<file path="config.mk">
export PLATFORM = sky130hd
export DESIGN_NAME = lsrm_core
export DESIGN_NICKNAME = d
export VERILOG_FILES = /design/src/logic/lsrm_core.v
export VERILOG_INCLUDE_DIRS = /design/src /design/src/logic
export SDC_FILE = /design/constraint.sdc
export NUM_CORES = 1
export LEC_CHECK = 0
export BUFFER_PORTS_ARGS = -buffer_cell sky130_fd_sc_hd__buf_2
export CAP_MARGIN = 10
export CORE_MARGIN = 1
export CORE_UTILIZATION = 52
export DETAILED_ROUTE_END_ITERATION = 7
export MAX_ROUTING_LAYER = met4
export PLACE_DENSITY = 0.78
export SLEW_MARGIN = 15
export SYNTH_ARGS = -nofsm -noshare
export SYNTH_HDL_FRONTEND = slang
export SYNTH_SLANG_ARGS = --single-unit
</file>
<file path="constraint.sdc">
create_clock -name sys_clk_i -period 6.8 [get_ports sys_clk_i]
set_input_delay 1.02 -clock sys_clk_i [delete_from_list [all_inputs] [get_ports sys_clk_i]]
set_output_delay 1.02 -clock sys_clk_i [all_outputs]
set_load 0.05 [all_outputs]
</file>
<file path="src/logic/lsrm_map.vh">
// How it works
// Clock select low runs the internal oscillator and drives it out on the clock pin.
// Clock select high makes the clock pin an input that times everything.
// Host should supply above 125 kHz device clock for full 100 kHz bus rate.
// The system must keep the device clock running at all times.
// Frame is device clock over 2880 normally, over 480 in power-saving mode.
// A byte arriving before the last is stored stalls the host, losing nothing; the core buffers two bytes and stalls only when both entries are full.
// The shared cascade sync line keeps frame timing aligned across drivers.
// Next RAM column shifts in while the latch is shown for a whole slot.
// Forty segment outputs combine latch bits with the active backplane timing.
// In three-backplane mode backplane three copies backplane one.
// In two-backplane mode zero equals two and one equals three.
// In static mode all four backplanes carry one waveform.
// Display memory is 40 words of 4 bits; a one lights its segment.
// Address n drives segment n; word bit n shows in backplane n slot.
// Static mode writes eight bits into bit 0 of eight addresses.
// Two-backplane mode writes bits 0 and 1 of four addresses.
// Three-backplane mode fills three addresses, leaving bit 2 of the third.
// Four-backplane mode writes bits 0 to 3 of two addresses.
// Pointer load sets the data pointer where following bytes start.
// Pointer advances eight, four, three or two per byte by mode.
// Writes happen only when subaddress counter equals the pins; pointer always advances.
// Pointer overflow past the last address increments the subaddress counter.
// Three-backplane mode advances the pointer by three per byte.
// Reset clears pointer and subaddress counter, selects four backplanes, one-third bias.
// Latch loads bit 0 of all addresses first, then bits 1, 2 and 3.
`ifndef LSRM_MAP_VH
`define LSRM_MAP_VH
`define LSRM_NSEG 40
`define LSRM_LAST_ADDR 6'h27
`define LSRM_MODE_STATIC 2'h0
`define LSRM_MODE_MUX2 2'h1
`define LSRM_MODE_MUX3 2'h2
`define LSRM_MODE_MUX4 2'h3
`define LSRM_RST_MODE 2'h3
`define LSRM_RST_BIAS_THIRD 1'h1
`define LSRM_FRAME_DIV_NORM 2880
`define LSRM_FRAME_DIV_PS 480
`define LSRM_SYS_PERIOD_NS 4
`define LSRM_OSC_PERIOD_NS 5425
`define LSRM_OSC_CYC (`LSRM_OSC_PERIOD_NS / `LSRM_SYS_PERIOD_NS)
`endif

</file>
<file path="src/logic/lsrm_core.v">
`timescale 1ns/1ps
`include "lsrm_map.vh"
module lsrm_core #(
	parameter OSC_DIV = `LSRM_OSC_CYC
) (
	// Clock, reset and clock enable.
	input wire sys_clk_i,
	input wire nrst_i,
	input wire ce_i,
	// Clock source pins.
	input wire osc_sel_i,
	input wire clk_pin_i,
	output reg clk_pin_o,
	output reg clk_pin_oe_n_o,
	// Cascade sync pin, open drain, active low.
	input wire sync_pin_i,
	output reg sync_pin_o,
	output reg sync_pin_oe_n_o,
	// Configuration.
	input wire pwr_save_i,
	input wire mode_set_i,
	input wire [1:0] mode_i,
	input wire bias_third_i,
	output reg bias_third_o,
	// Commands.
	input wire ptr_load_i,
	input wire [5:0] ptr_i,
	input wire dev_sel_i,
	input wire [2:0] dev_i,
	input wire [2:0] hw_subaddress_pins_i,
	// Display byte stream.
	input wire data_valid_i,
	input wire [7:0] data_i,
	output reg data_ready_o,
	output reg scl_hold_o,
	// Status.
	output reg [5:0] ptr_o,
	output reg [2:0] subaddr_o,
	// LCD drive.
	output reg [39:0] segment_outputs_o,
	output reg backplane_zero_o,
	output reg backplane_one_o,
	output reg backplane_two_o,
	output reg backplane_three_o
);
	localparam ST_IDLE = 1'b0;
	localparam ST_WRITE = 1'b1;

	// Slot length in device ticks for a mode.
	function [11:0] slot_len;
		input [1:0] m;
		input ps;
		integer full;
		begin
			case (m)
				`LSRM_MODE_STATIC: full = ps ? `LSRM_FRAME_DIV_PS : `LSRM_FRAME_DIV_NORM;
				`LSRM_MODE_MUX2: full = ps ? `LSRM_FRAME_DIV_PS / 2 : `LSRM_FRAME_DIV_NORM / 2;
				`LSRM_MODE_MUX3: full = ps ? `LSRM_FRAME_DIV_PS / 3 : `LSRM_FRAME_DIV_NORM / 3;
				default: full = ps ? `LSRM_FRAME_DIV_PS / 4 : `LSRM_FRAME_DIV_NORM / 4;
			endcase
			slot_len = full[11:0];
		end
	endfunction

	// Slot in which a backplane output is active.
	function [1:0] bp_slot;
		input [1:0] m;
		input [1:0] idx;
		begin
			case (m)
				`LSRM_MODE_STATIC: bp_slot = 2'h0;
				`LSRM_MODE_MUX2: bp_slot = {1'b0, idx[0]};
				`LSRM_MODE_MUX3: bp_slot = (idx == 2'h3) ? 2'h1 : idx;
				default: bp_slot = idx;
			endcase
		end
	endfunction

	// Pin synchronisers.
	reg [1:0] osc_sel_s;
	reg [2:0] clk_s;
	reg [1:0] sync_s;
	reg [2:0] hw_a_s0;
	reg [2:0] hw_a_s1;
	always @(posedge sys_clk_i) begin
		if (!nrst_i) begin
			osc_sel_s <= 2'h0;
			clk_s <= 3'h0;
			sync_s <= 2'h3;
			hw_a_s0 <= 3'h0;
			hw_a_s1 <= 3'h0;
		end else if (ce_i) begin
			osc_sel_s <= {osc_sel_s[0], osc_sel_i};
			clk_s <= {clk_s[1:0], clk_pin_i};
			sync_s <= {sync_s[0], sync_pin_i};
			hw_a_s0 <= hw_subaddress_pins_i;
			hw_a_s1 <= hw_a_s0;
		end
	end

	// Internal oscillator and device clock tick.
	reg [11:0] osc_cnt;
	wire osc_tick = (osc_cnt == OSC_DIV - 1);
	wire ext_tick = clk_s[1] & ~clk_s[2];
	wire tick = osc_sel_s[1] ? ext_tick : osc_tick;
	always @(posedge sys_clk_i) begin
		if (!nrst_i) begin
			osc_cnt <= 12'h000;
			clk_pin_o <= 1'b0;
			clk_pin_oe_n_o <= 1'b1;
		end else if (ce_i) begin
			osc_cnt <= osc_tick ? 12'h000 : osc_cnt + 12'h001;
			clk_pin_o <= (osc_cnt < OSC_DIV / 2);
			clk_pin_oe_n_o <= osc_sel_s[1];
		end
	end

	// Mode and bias.
	reg [1:0] mode;
	always @(posedge sys_clk_i) begin
		if (!nrst_i) begin
			mode <= `LSRM_RST_MODE;
			bias_third_o <= `LSRM_RST_BIAS_THIRD;
		end else if (ce_i && mode_set_i) begin
			mode <= mode_i;
			bias_third_o <= bias_third_i;
		end
	end

	// Two-entry input buffer.
	reg [7:0] buf0;
	reg [7:0] buf1;
	reg [1:0] buf_cnt;
	reg wstate;
	wire push = data_valid_i & data_ready_o;
	wire pop = (buf_cnt != 2'h0) & (wstate == ST_IDLE);
	reg [1:0] next_buf_cnt;
	always @* begin
		next_buf_cnt = buf_cnt;
		if (push & ~pop)
			next_buf_cnt = buf_cnt + 2'h1;
		else if (pop & ~push)
			next_buf_cnt = buf_cnt - 2'h1;
	end
	always @(posedge sys_clk_i) begin
		if (!nrst_i) begin
			buf0 <= 8'h00;
			buf1 <= 8'h00;
			buf_cnt <= 2'h0;
			data_ready_o <= 1'b0;
			scl_hold_o <= 1'b0;
		end else if (ce_i) begin
			buf_cnt <= next_buf_cnt;
			data_ready_o <= (next_buf_cnt != 2'h2);
			scl_hold_o <= (next_buf_cnt == 2'h2);
			if (pop)
				buf0 <= (buf_cnt == 2'h2) ? buf1 : data_i;
			if (push) begin
				if (pop ? (buf_cnt == 2'h2) : (buf_cnt == 2'h1))
					buf1 <= data_i;
				else if (!pop && buf_cnt == 2'h0)
					buf0 <= data_i;
			end
		end
	end

	// Byte writer with display RAM.
	reg [3:0] ram [0:`LSRM_NSEG-1];
	reg [7:0] wbyte;
	reg [3:0] wleft;
	reg [3:0] next_ram_word;
	wire [3:0] per_addr = {2'h0, mode} + 4'h1;
	wire [3:0] k = (wleft < per_addr) ? wleft : per_addr;
	wire wr_en = (subaddr_o == hw_a_s1);
	wire wrap = (ptr_o >= `LSRM_LAST_ADDR);
	integer i;
	integer j;
	// New contents of the addressed word, MSB of the byte first.
	always @* begin
		next_ram_word = ram[ptr_o];
		for (j = 0; j < 4; j = j + 1)
			if (j < k)
				next_ram_word[j] = wbyte[7-j];
	end
	always @(posedge sys_clk_i) begin
		if (!nrst_i) begin
			wstate <= ST_IDLE;
			wbyte <= 8'h00;
			wleft <= 4'h0;
			ptr_o <= 6'h00;
			subaddr_o <= 3'h0;
			for (i = 0; i < `LSRM_NSEG; i = i + 1)
				ram[i] <= 4'h0;
		end else if (ce_i) begin
			if (ptr_load_i)
				ptr_o <= ptr_i;
			if (dev_sel_i)
				subaddr_o <= dev_i;
			case (wstate)
				ST_IDLE: begin
					if (pop) begin
						wbyte <= (buf_cnt == 2'h0) ? data_i : buf0;
						wleft <= 4'h8;
						wstate <= ST_WRITE;
					end
				end
				ST_WRITE: begin
					if (tick && !ptr_load_i && !dev_sel_i) begin
						if (wr_en)
							ram[ptr_o] <= next_ram_word;
						wbyte <= wbyte << k;
						wleft <= wleft - k;
						ptr_o <= wrap ? 6'h00 : ptr_o + 6'h01;
						if (wrap)
							subaddr_o <= subaddr_o + 3'h1;
						if (wleft == k)
							wstate <= ST_IDLE;
					end
				end
				default: wstate <= ST_IDLE;
			endcase
		end
	end

	// Multiplex timing, shift register and display latch.
	reg [11:0] tcnt;
	reg [1:0] slot;
	reg phase;
	reg [5:0] sh_addr;
	reg [39:0] shreg;
	reg [39:0] latch;
	reg [2:0] own_drv;
	wire [1:0] nslot = (slot == mode) ? 2'h0 : slot + 2'h1;
	wire slot_end = (tcnt == slot_len(mode, pwr_save_i) - 12'h001);
	wire frame_end = slot_end & (slot == mode);
	wire ext_sync = ~sync_s[1] & ~(|own_drv);
	always @(posedge sys_clk_i) begin
		if (!nrst_i) begin
			tcnt <= 12'h000;
			slot <= 2'h0;
			phase <= 1'b0;
			sh_addr <= 6'h00;
			shreg <= 40'h0;
			latch <= 40'h0;
			own_drv <= 3'h0;
			sync_pin_o <= 1'b0;
			sync_pin_oe_n_o <= 1'b1;
		end else if (ce_i) begin
			own_drv <= {own_drv[1:0], ~sync_pin_oe_n_o};
			if (mode_set_i || ext_sync) begin
				tcnt <= 12'h000;
				slot <= 2'h0;
				sh_addr <= 6'h00;
			end else if (tick) begin
				sync_pin_oe_n_o <= ~frame_end;
				if (slot_end) begin
					tcnt <= 12'h000;
					latch <= shreg;
					sh_addr <= 6'h00;
					slot <= nslot;
					if (frame_end)
						phase <= ~phase;
				end else begin
					tcnt <= tcnt + 12'h001;
					if (sh_addr <= `LSRM_LAST_ADDR) begin
						shreg <= {ram[sh_addr][nslot], shreg[39:1]};
						sh_addr <= sh_addr + 6'h01;
					end
				end
			end
		end
	end

	// Drive outputs.
	always @(posedge sys_clk_i) begin
		if (!nrst_i) begin
			segment_outputs_o <= {40{1'b1}};
			backplane_zero_o <= 1'b1;
			backplane_one_o <= 1'b1;
			backplane_two_o <= 1'b1;
			backplane_three_o <= 1'b1;
		end else if (ce_i) begin
			segment_outputs_o <= ~latch ^ {40{phase}};
			backplane_zero_o <= phase ^ (bp_slot(mode, 2'h0) == slot);
			backplane_one_o <= phase ^ (bp_slot(mode, 2'h1) == slot);
			backplane_two_o <= phase ^ (bp_slot(mode, 2'h2) == slot);
			backplane_three_o <= phase ^ (bp_slot(mode, 2'h3) == slot);
		end
	end
endmodule

</file>
=== Yosys cells after proc, flatten, opt, wreduce, memory -nomap -nowiden ===
Memory sizes are Yosys's and may differ from the RTL's. A register that Yosys moved wholly into a read port is not among the register bits.
Cells that the tools add are included.

* Bitwise operators: 24
* Reductions and logical operators: 31
* Multiplexer cells: 75
* Add/sub/neg operators: 11
* Eq/ne operators: 21
* Magnitude comparators: 9
* Shift-type cells: 1

{| class="wikitable"
|+ Operator list
! cell !! count
|-
| 2-to-1 mux 6 bit || 11
|-
| 2-to-1 mux 8 bit || 8
|-
| 2-to-1 mux 12 bit || 5
|-
| inverter 40 bit || 1
|-
| XOR 40 bit || 1
|-
| one-hot mux 12 bit (3 select lines) || 1
|-
| 2-to-1 mux 2 bit || 15
|-
| adder 12 x 1 -> 12 bit, second input constant || 2
|-
| 2-to-1 mux 10 bit || 2
|-
| 2-to-1 mux 4 bit || 5
|-
| 2-to-1 mux 1 bit || 18
|-
| one-hot mux 8 bit (2 select lines) || 1
|-
| AND reduction 3 bit || 5
|-
| adder 6 x 1 -> 6 bit, second input constant || 2
|-
| equality test 12 x 11 -> 1 bit, second input constant || 1
|-
| equality test 12 bit || 1
|-
| less-than comparator 12 x 10 -> 1 bit, second input constant || 1
|-
| 2-to-1 mux 3 bit || 4
|-
| subtractor 12 x 1 -> 12 bit, second input constant || 1
|-
| 2-to-1 mux 11 bit || 1
|-
| inverter 1 bit || 11
|-
| equality test 2 bit || 5
|-
| AND reduction 2 bit || 5
|-
| AND reduction 5 bit || 2
|-
| other kinds (35) || 63
|}

* Output and inout port bits: 60
* Memories: 1
* Flip-flop bits (word level): 221
* Bits of input ports: 34
* Logic and storage cells: 206
* Memory bits (writable): 160

{| class="wikitable"
|+ Memories
! memory !! depth !! bits a word !! read ports !! clocked after Yosys merged registers in !! write ports !! line !! RTL
|-
| ram || 40 || 4 || 1 || 1 || 40 || lsrm_core.v:168 || <nowiki>reg [3:0] ram [0:`LSRM_NSEG-1];</nowiki>
|}

=== Logic depth before layout (Yosys ltp) ===
* Word-level depth: 13
* Mapped depth: 17
* Gate-level depth less buffers: 16

=== Least setup slack after synthesis ===
Ideal clock, no wire load.

* Path type: register to register
* From: register mode[0]
* To: memory ram[2][0], enable pin
* Required time: 6.540 ns
* Stages on the path, launching flop included: 16
* Library setup time: 0.260 ns
* Setup slack: 3.177 ns
* Buffers on the path: 3
* Clock period less this slack: 3.623 ns
* Arrival: 3.362 ns
* Path through: dfxtp_1 clkbuf_1 inv_1 ha_1 inv_1 ha_1 o21ai_0 nand2_1 nand2_1 a21oi_1 inv_1 nor2_1 a21o_1 clkbuf_1 clkbuf_1 o21ai_0

{| class="wikitable"
|+ RTL lines
! element !! line !! RTL
|-
| start: declaration || lsrm_core.v:119 || <nowiki>reg [1:0] mode;</nowiki>
|-
| start signal: assignment || lsrm_core.v:122 || <nowiki>mode <= `LSRM_RST_MODE;</nowiki>
|-
| start signal: assignment || lsrm_core.v:125 || <nowiki>mode <= mode_i;</nowiki>
|-
| end: declaration || lsrm_core.v:168 ||
|}

==> impl_metrics.ini <==
[critical_path]
worst_path_required_time_ps = 7110
timing.critical_path.arrival_ps = 4950
worst-r2r-cell-count = 14
timing.critical_path.cells = inv_1 > ha_1 > inv_1 > ha_1 > o21a_1 > o21ai_0 > nand2_1 > mux2_2 > inv_1 > o21ai_0 > nand2b_2 > buf_4 > or2_2 > nor2_1
crit_path_max_fanout = 65
cpLargestDelayFamily = buffers and inverters
crit_path_start_kind = flip-flop
total_number_of_cells_along_the_worst_setup_path = 14
crit_path_max_incr_delay_ps = 760
critical_path_class = reg -> reg
count_of_buffering_cells_on_the_critical_path_with_inverters_included = 4
critPathSlowestCell = or2_2
crit_path_frequent_cell = inv_1
worst-r2r-setup-slack_ps = 2170
worstSetupEndpointType = flip-flop
r2r_end = ram[28][2]$_SDFFCE_PN0P_
rr_startpoint = mode[0]$_SDFFE_PN1P_

[synthesis]
edff_count_synth = 256
synth.top_cells.by_area = edfxtp_1, dfxtp_1, nor2_1
mappedNetlistNets = 2262
synth_top_area_share_pct = 34.1
post_synth.cell_area_avg_um2 = 10.2
synth.distinct_cells = 71
postSynth.asyncResetShare_pct = 0
synth.ff_latch_count = 483
syn_warnings = 0
post_synth_instance_area_mm2 = 0.0225
synth_seq_area_share_pct = 54.3
syn-instance-count = 2208
yosys.area.top_type = edfxtp_1
yosys_most_used_dff = edfxtp_1

[floorplan]
die_h_um = 210
num_rows = 75
initial_core_utilization_pct = 53.2
fp.dieArea_mm2 = 0.0442
design.portCount = 94
die-width_um = 210
fp.coreArea_mm2 = 0.0423

[timing]
max-slew-margin-rel_pct = 17.0
totalNegativeSetupSlack_ps = 0
timing_hold_violations_final = 0
report.final.slew_viol_count = 0
skew_ps = 29.4
grt_setup_unrepaired = no
max_freq_mhz = 216
worstMarginPinSlew_ps = 1240
timing.final.setup_violations = 0
min_cycle_time_layout_ps = 4630
finalCritPeriodShare_pct = 68.1

[min_path]
timing.hold.worst.start = clk_pin_o$_SDFFE_PN0P_
hold_path.class = reg -> reg
min_delay_worst_endpoint = clk_pin_o$_SDFFE_PN0P_
worstHoldPathCells = 2

[grt]
grt_pass1_wl_um = 86500
overall_global_routing_usage_pct = 25.2
pin_count_of_the_biggest_net_entering_global_routing = 118
globalRouteOverflowTotal = 0
grt_antenna_before_repair = 0
grt_pass1_vias = 16200

[detailed_routing]
num_vias = 17000
drt_first_pass_iters = 5
routedWlPerCell_um = 19.1
routed_wl_um = 54000
drc_errors = 0
dr.first_iter.drc_count = 1921
via_per_inst = 6.01
drt.antenna.violating_nets = 0

[cts]
clk_transition_reported_paths_ps = 60
hold_buffers = 0
clock_tree_from_tritoncts = built
clock_tree.buffer_depth = 3
cts-resized-gates = 0
cts-root-buf = clkbuf_16
cts_sinks = 483
post_cts.repair.setup_buffers = 0
clock_insertion_delay_worst_skew_ps = 600
total_cts_buffers = 49
cts-htree-levels = 2

[final_layout]
drive_gt1_share_pct = 12.3
number_of_inserted_diodes = 0
final_cell_area_mm2 = 0.0247
area.growth.synth_to_final_pct = 9.85
final_net_count = 2259
layout.cells.most_common_list = nor2_1, edfxtp_1, o21ai_0, dfxtp_1, mux2i_1
layout_commonest_cell = nor2_1
post_layout_nonfiller_instances = 2822
post-route-util_pct = 58.5

[placement]
gp_congestion = 0.904
place_hpwl_um = 34600
dpl.cell_count = 2730
placed_area_mm2 = 0.0232
place.port_buffers = 92

[status]
run_status = finished, final reports clean

[pwr]
sw_frac_of_total_pct = 24.1
combinationalPowerShare_pct = 7.5
switching_power_mw = 1.50
power.leakage_nw = 8.07
internal_power_mw = 4.72
power_frac_seq_pct = 51.2
irDropWorstVdd_v = 0.000260
pwr-share-clk_pct = 41.3
power_mw = 6.22
cellPowerDensity_mw_per_mm2 = 251

[flow_run]
timing.max_cap.violations = 0
## power by group through the flow
stage / Combinational, mW / Clock [mW] / Sequential, mW
after floorplan: 0.345 / 0 / 3.24
after global placement: 0.447 / 0 / 3.24
after detailed placement: 0.459 / 0 / 3.24
after CTS: 0.462 / 2.59 / 3.18
after global routing: 0.512 / 2.71 / 3.19
final: 0.467 / 2.57 / 3.18
## cell families (layout without fill, tap and decap cells)
| kind of cell | after synthesis | count (layout) | share of synthesized area (%) |
|---|---|---|---|
| AO/OA/AOI/OAI | 400 | 400 | 10.3 |
| other | 1 | 1 | 0.0166 |
| buffers and inverters | 194 | 231 | 3.53 |
| flip-flops | 483 | 483 | 54.3 |
| AND/OR/NAND/NOR | 821 | 821 | 15.2 |
| XOR/XNOR | 82 | 82 | 3.19 |
| adder cells (fa/ha/maj) | 20 | 20 | 1.14 |
| multiplexers | 207 | 207 | 12.4 |
## through the flow
| step | worst slack, ps | hold WS [ps] |
|---|---|---|
| after floorplan | 3180 | 441 |
| after global placement | 2470 | 452 |
| after detailed placement | 2280 | 458 |
| after CTS | 2250 | 472 |
| after global routing | 1780 | 502 |
| final | 2170 | 472 |
## worst register-to-register path, stage by stage (launching register included)
cell	delay, ps
dfxtp_1	540
inv_1	200
ha_1	470
inv_1	120
ha_1	300
o21a_1	120
o21ai_0	60
nand2_1	110
mux2_2	380
inv_1	320
o21ai_0	190
nand2b_2	100
buf_4	540
or2_2	780
nor2_1	120
## sequential cells by signal (all words and copies together) (netlist names), 3 cells and up, named ones only
name	cells
wleft	4
subaddr_o	3
hw_a_s0	3
shreg	40
ram	256
ptr_o	6
clk_s	3
osc_cnt	12
hw_a_s1	3
wbyte	8
buf1	8
segment_outputs_o	40
buf0	8
latch	40
sh_addr	6
own_drv	3
tcnt	12
## synth_stat cells (20+ instances only)
cell type,count
nand2_1,138
nor2_1,539
mux2i_1,142
dfxtp_1,227
buf_1,21
edfxtp_1,256
o21ai_0,252
mux4_2,57
clkbuf_1,118
buf_2,20
xnor2_1,58
nand3_1,40
inv_1,23
xor2_1,24
a21oi_1,52
## worst max-delay path by stage
stage,slack (ps),startpoint,endpoint
2_1_floorplan,3180,mode[0]$_SDFFE_PN1P_,ram[2][0]$_SDFFCE_PN0P_
3_5_place_dp,2280,mode[0]$_SDFFE_PN1P_,ram[37][2]$_SDFFCE_PN0P_
5_1_grt,1780,mode[0]$_SDFFE_PN1P_,ram[28][2]$_SDFFCE_PN0P_
3_3_place_gp,2470,mode[0]$_SDFFE_PN1P_,ram[0][2]$_SDFFCE_PN0P_
4_1_cts,2250,mode[0]$_SDFFE_PN1P_,ram[28][2]$_SDFFCE_PN0P_
6_report,2170,mode[0]$_SDFFE_PN1P_,ram[28][2]$_SDFFCE_PN0P_
## metal layers
metal | share of wire, % | wire, um | vias up | global-route usage [%]
li1 | - | - | 7780 | -
met1 | 41 | 22000 | 8246 | 33.6
met2 | 48 | 25700 | 824 | 39.4
met3 | 9.1 | 4890 | 116 | 4.37
met4 | 2.6 | 1420 | 0 | 7.48
met5 | 0 | 0 | - | -
## cell type report
| cell class | instances | area (um^2) |
|---|---|---|
| clock inverters | 24 | 168 |
| multi-input cells | 1531 | 9540 |
| repair buffers | 112 | 628 |
| flip-flops and latches | 483 | 12200 |
| fillers | 3373 | 17600 |
| inverters | 28 | 108 |
| clock buffers | 67 | 1340 |
| well taps | 577 | 722 |
No activity file was read; power rests on OpenSTA's default activity.
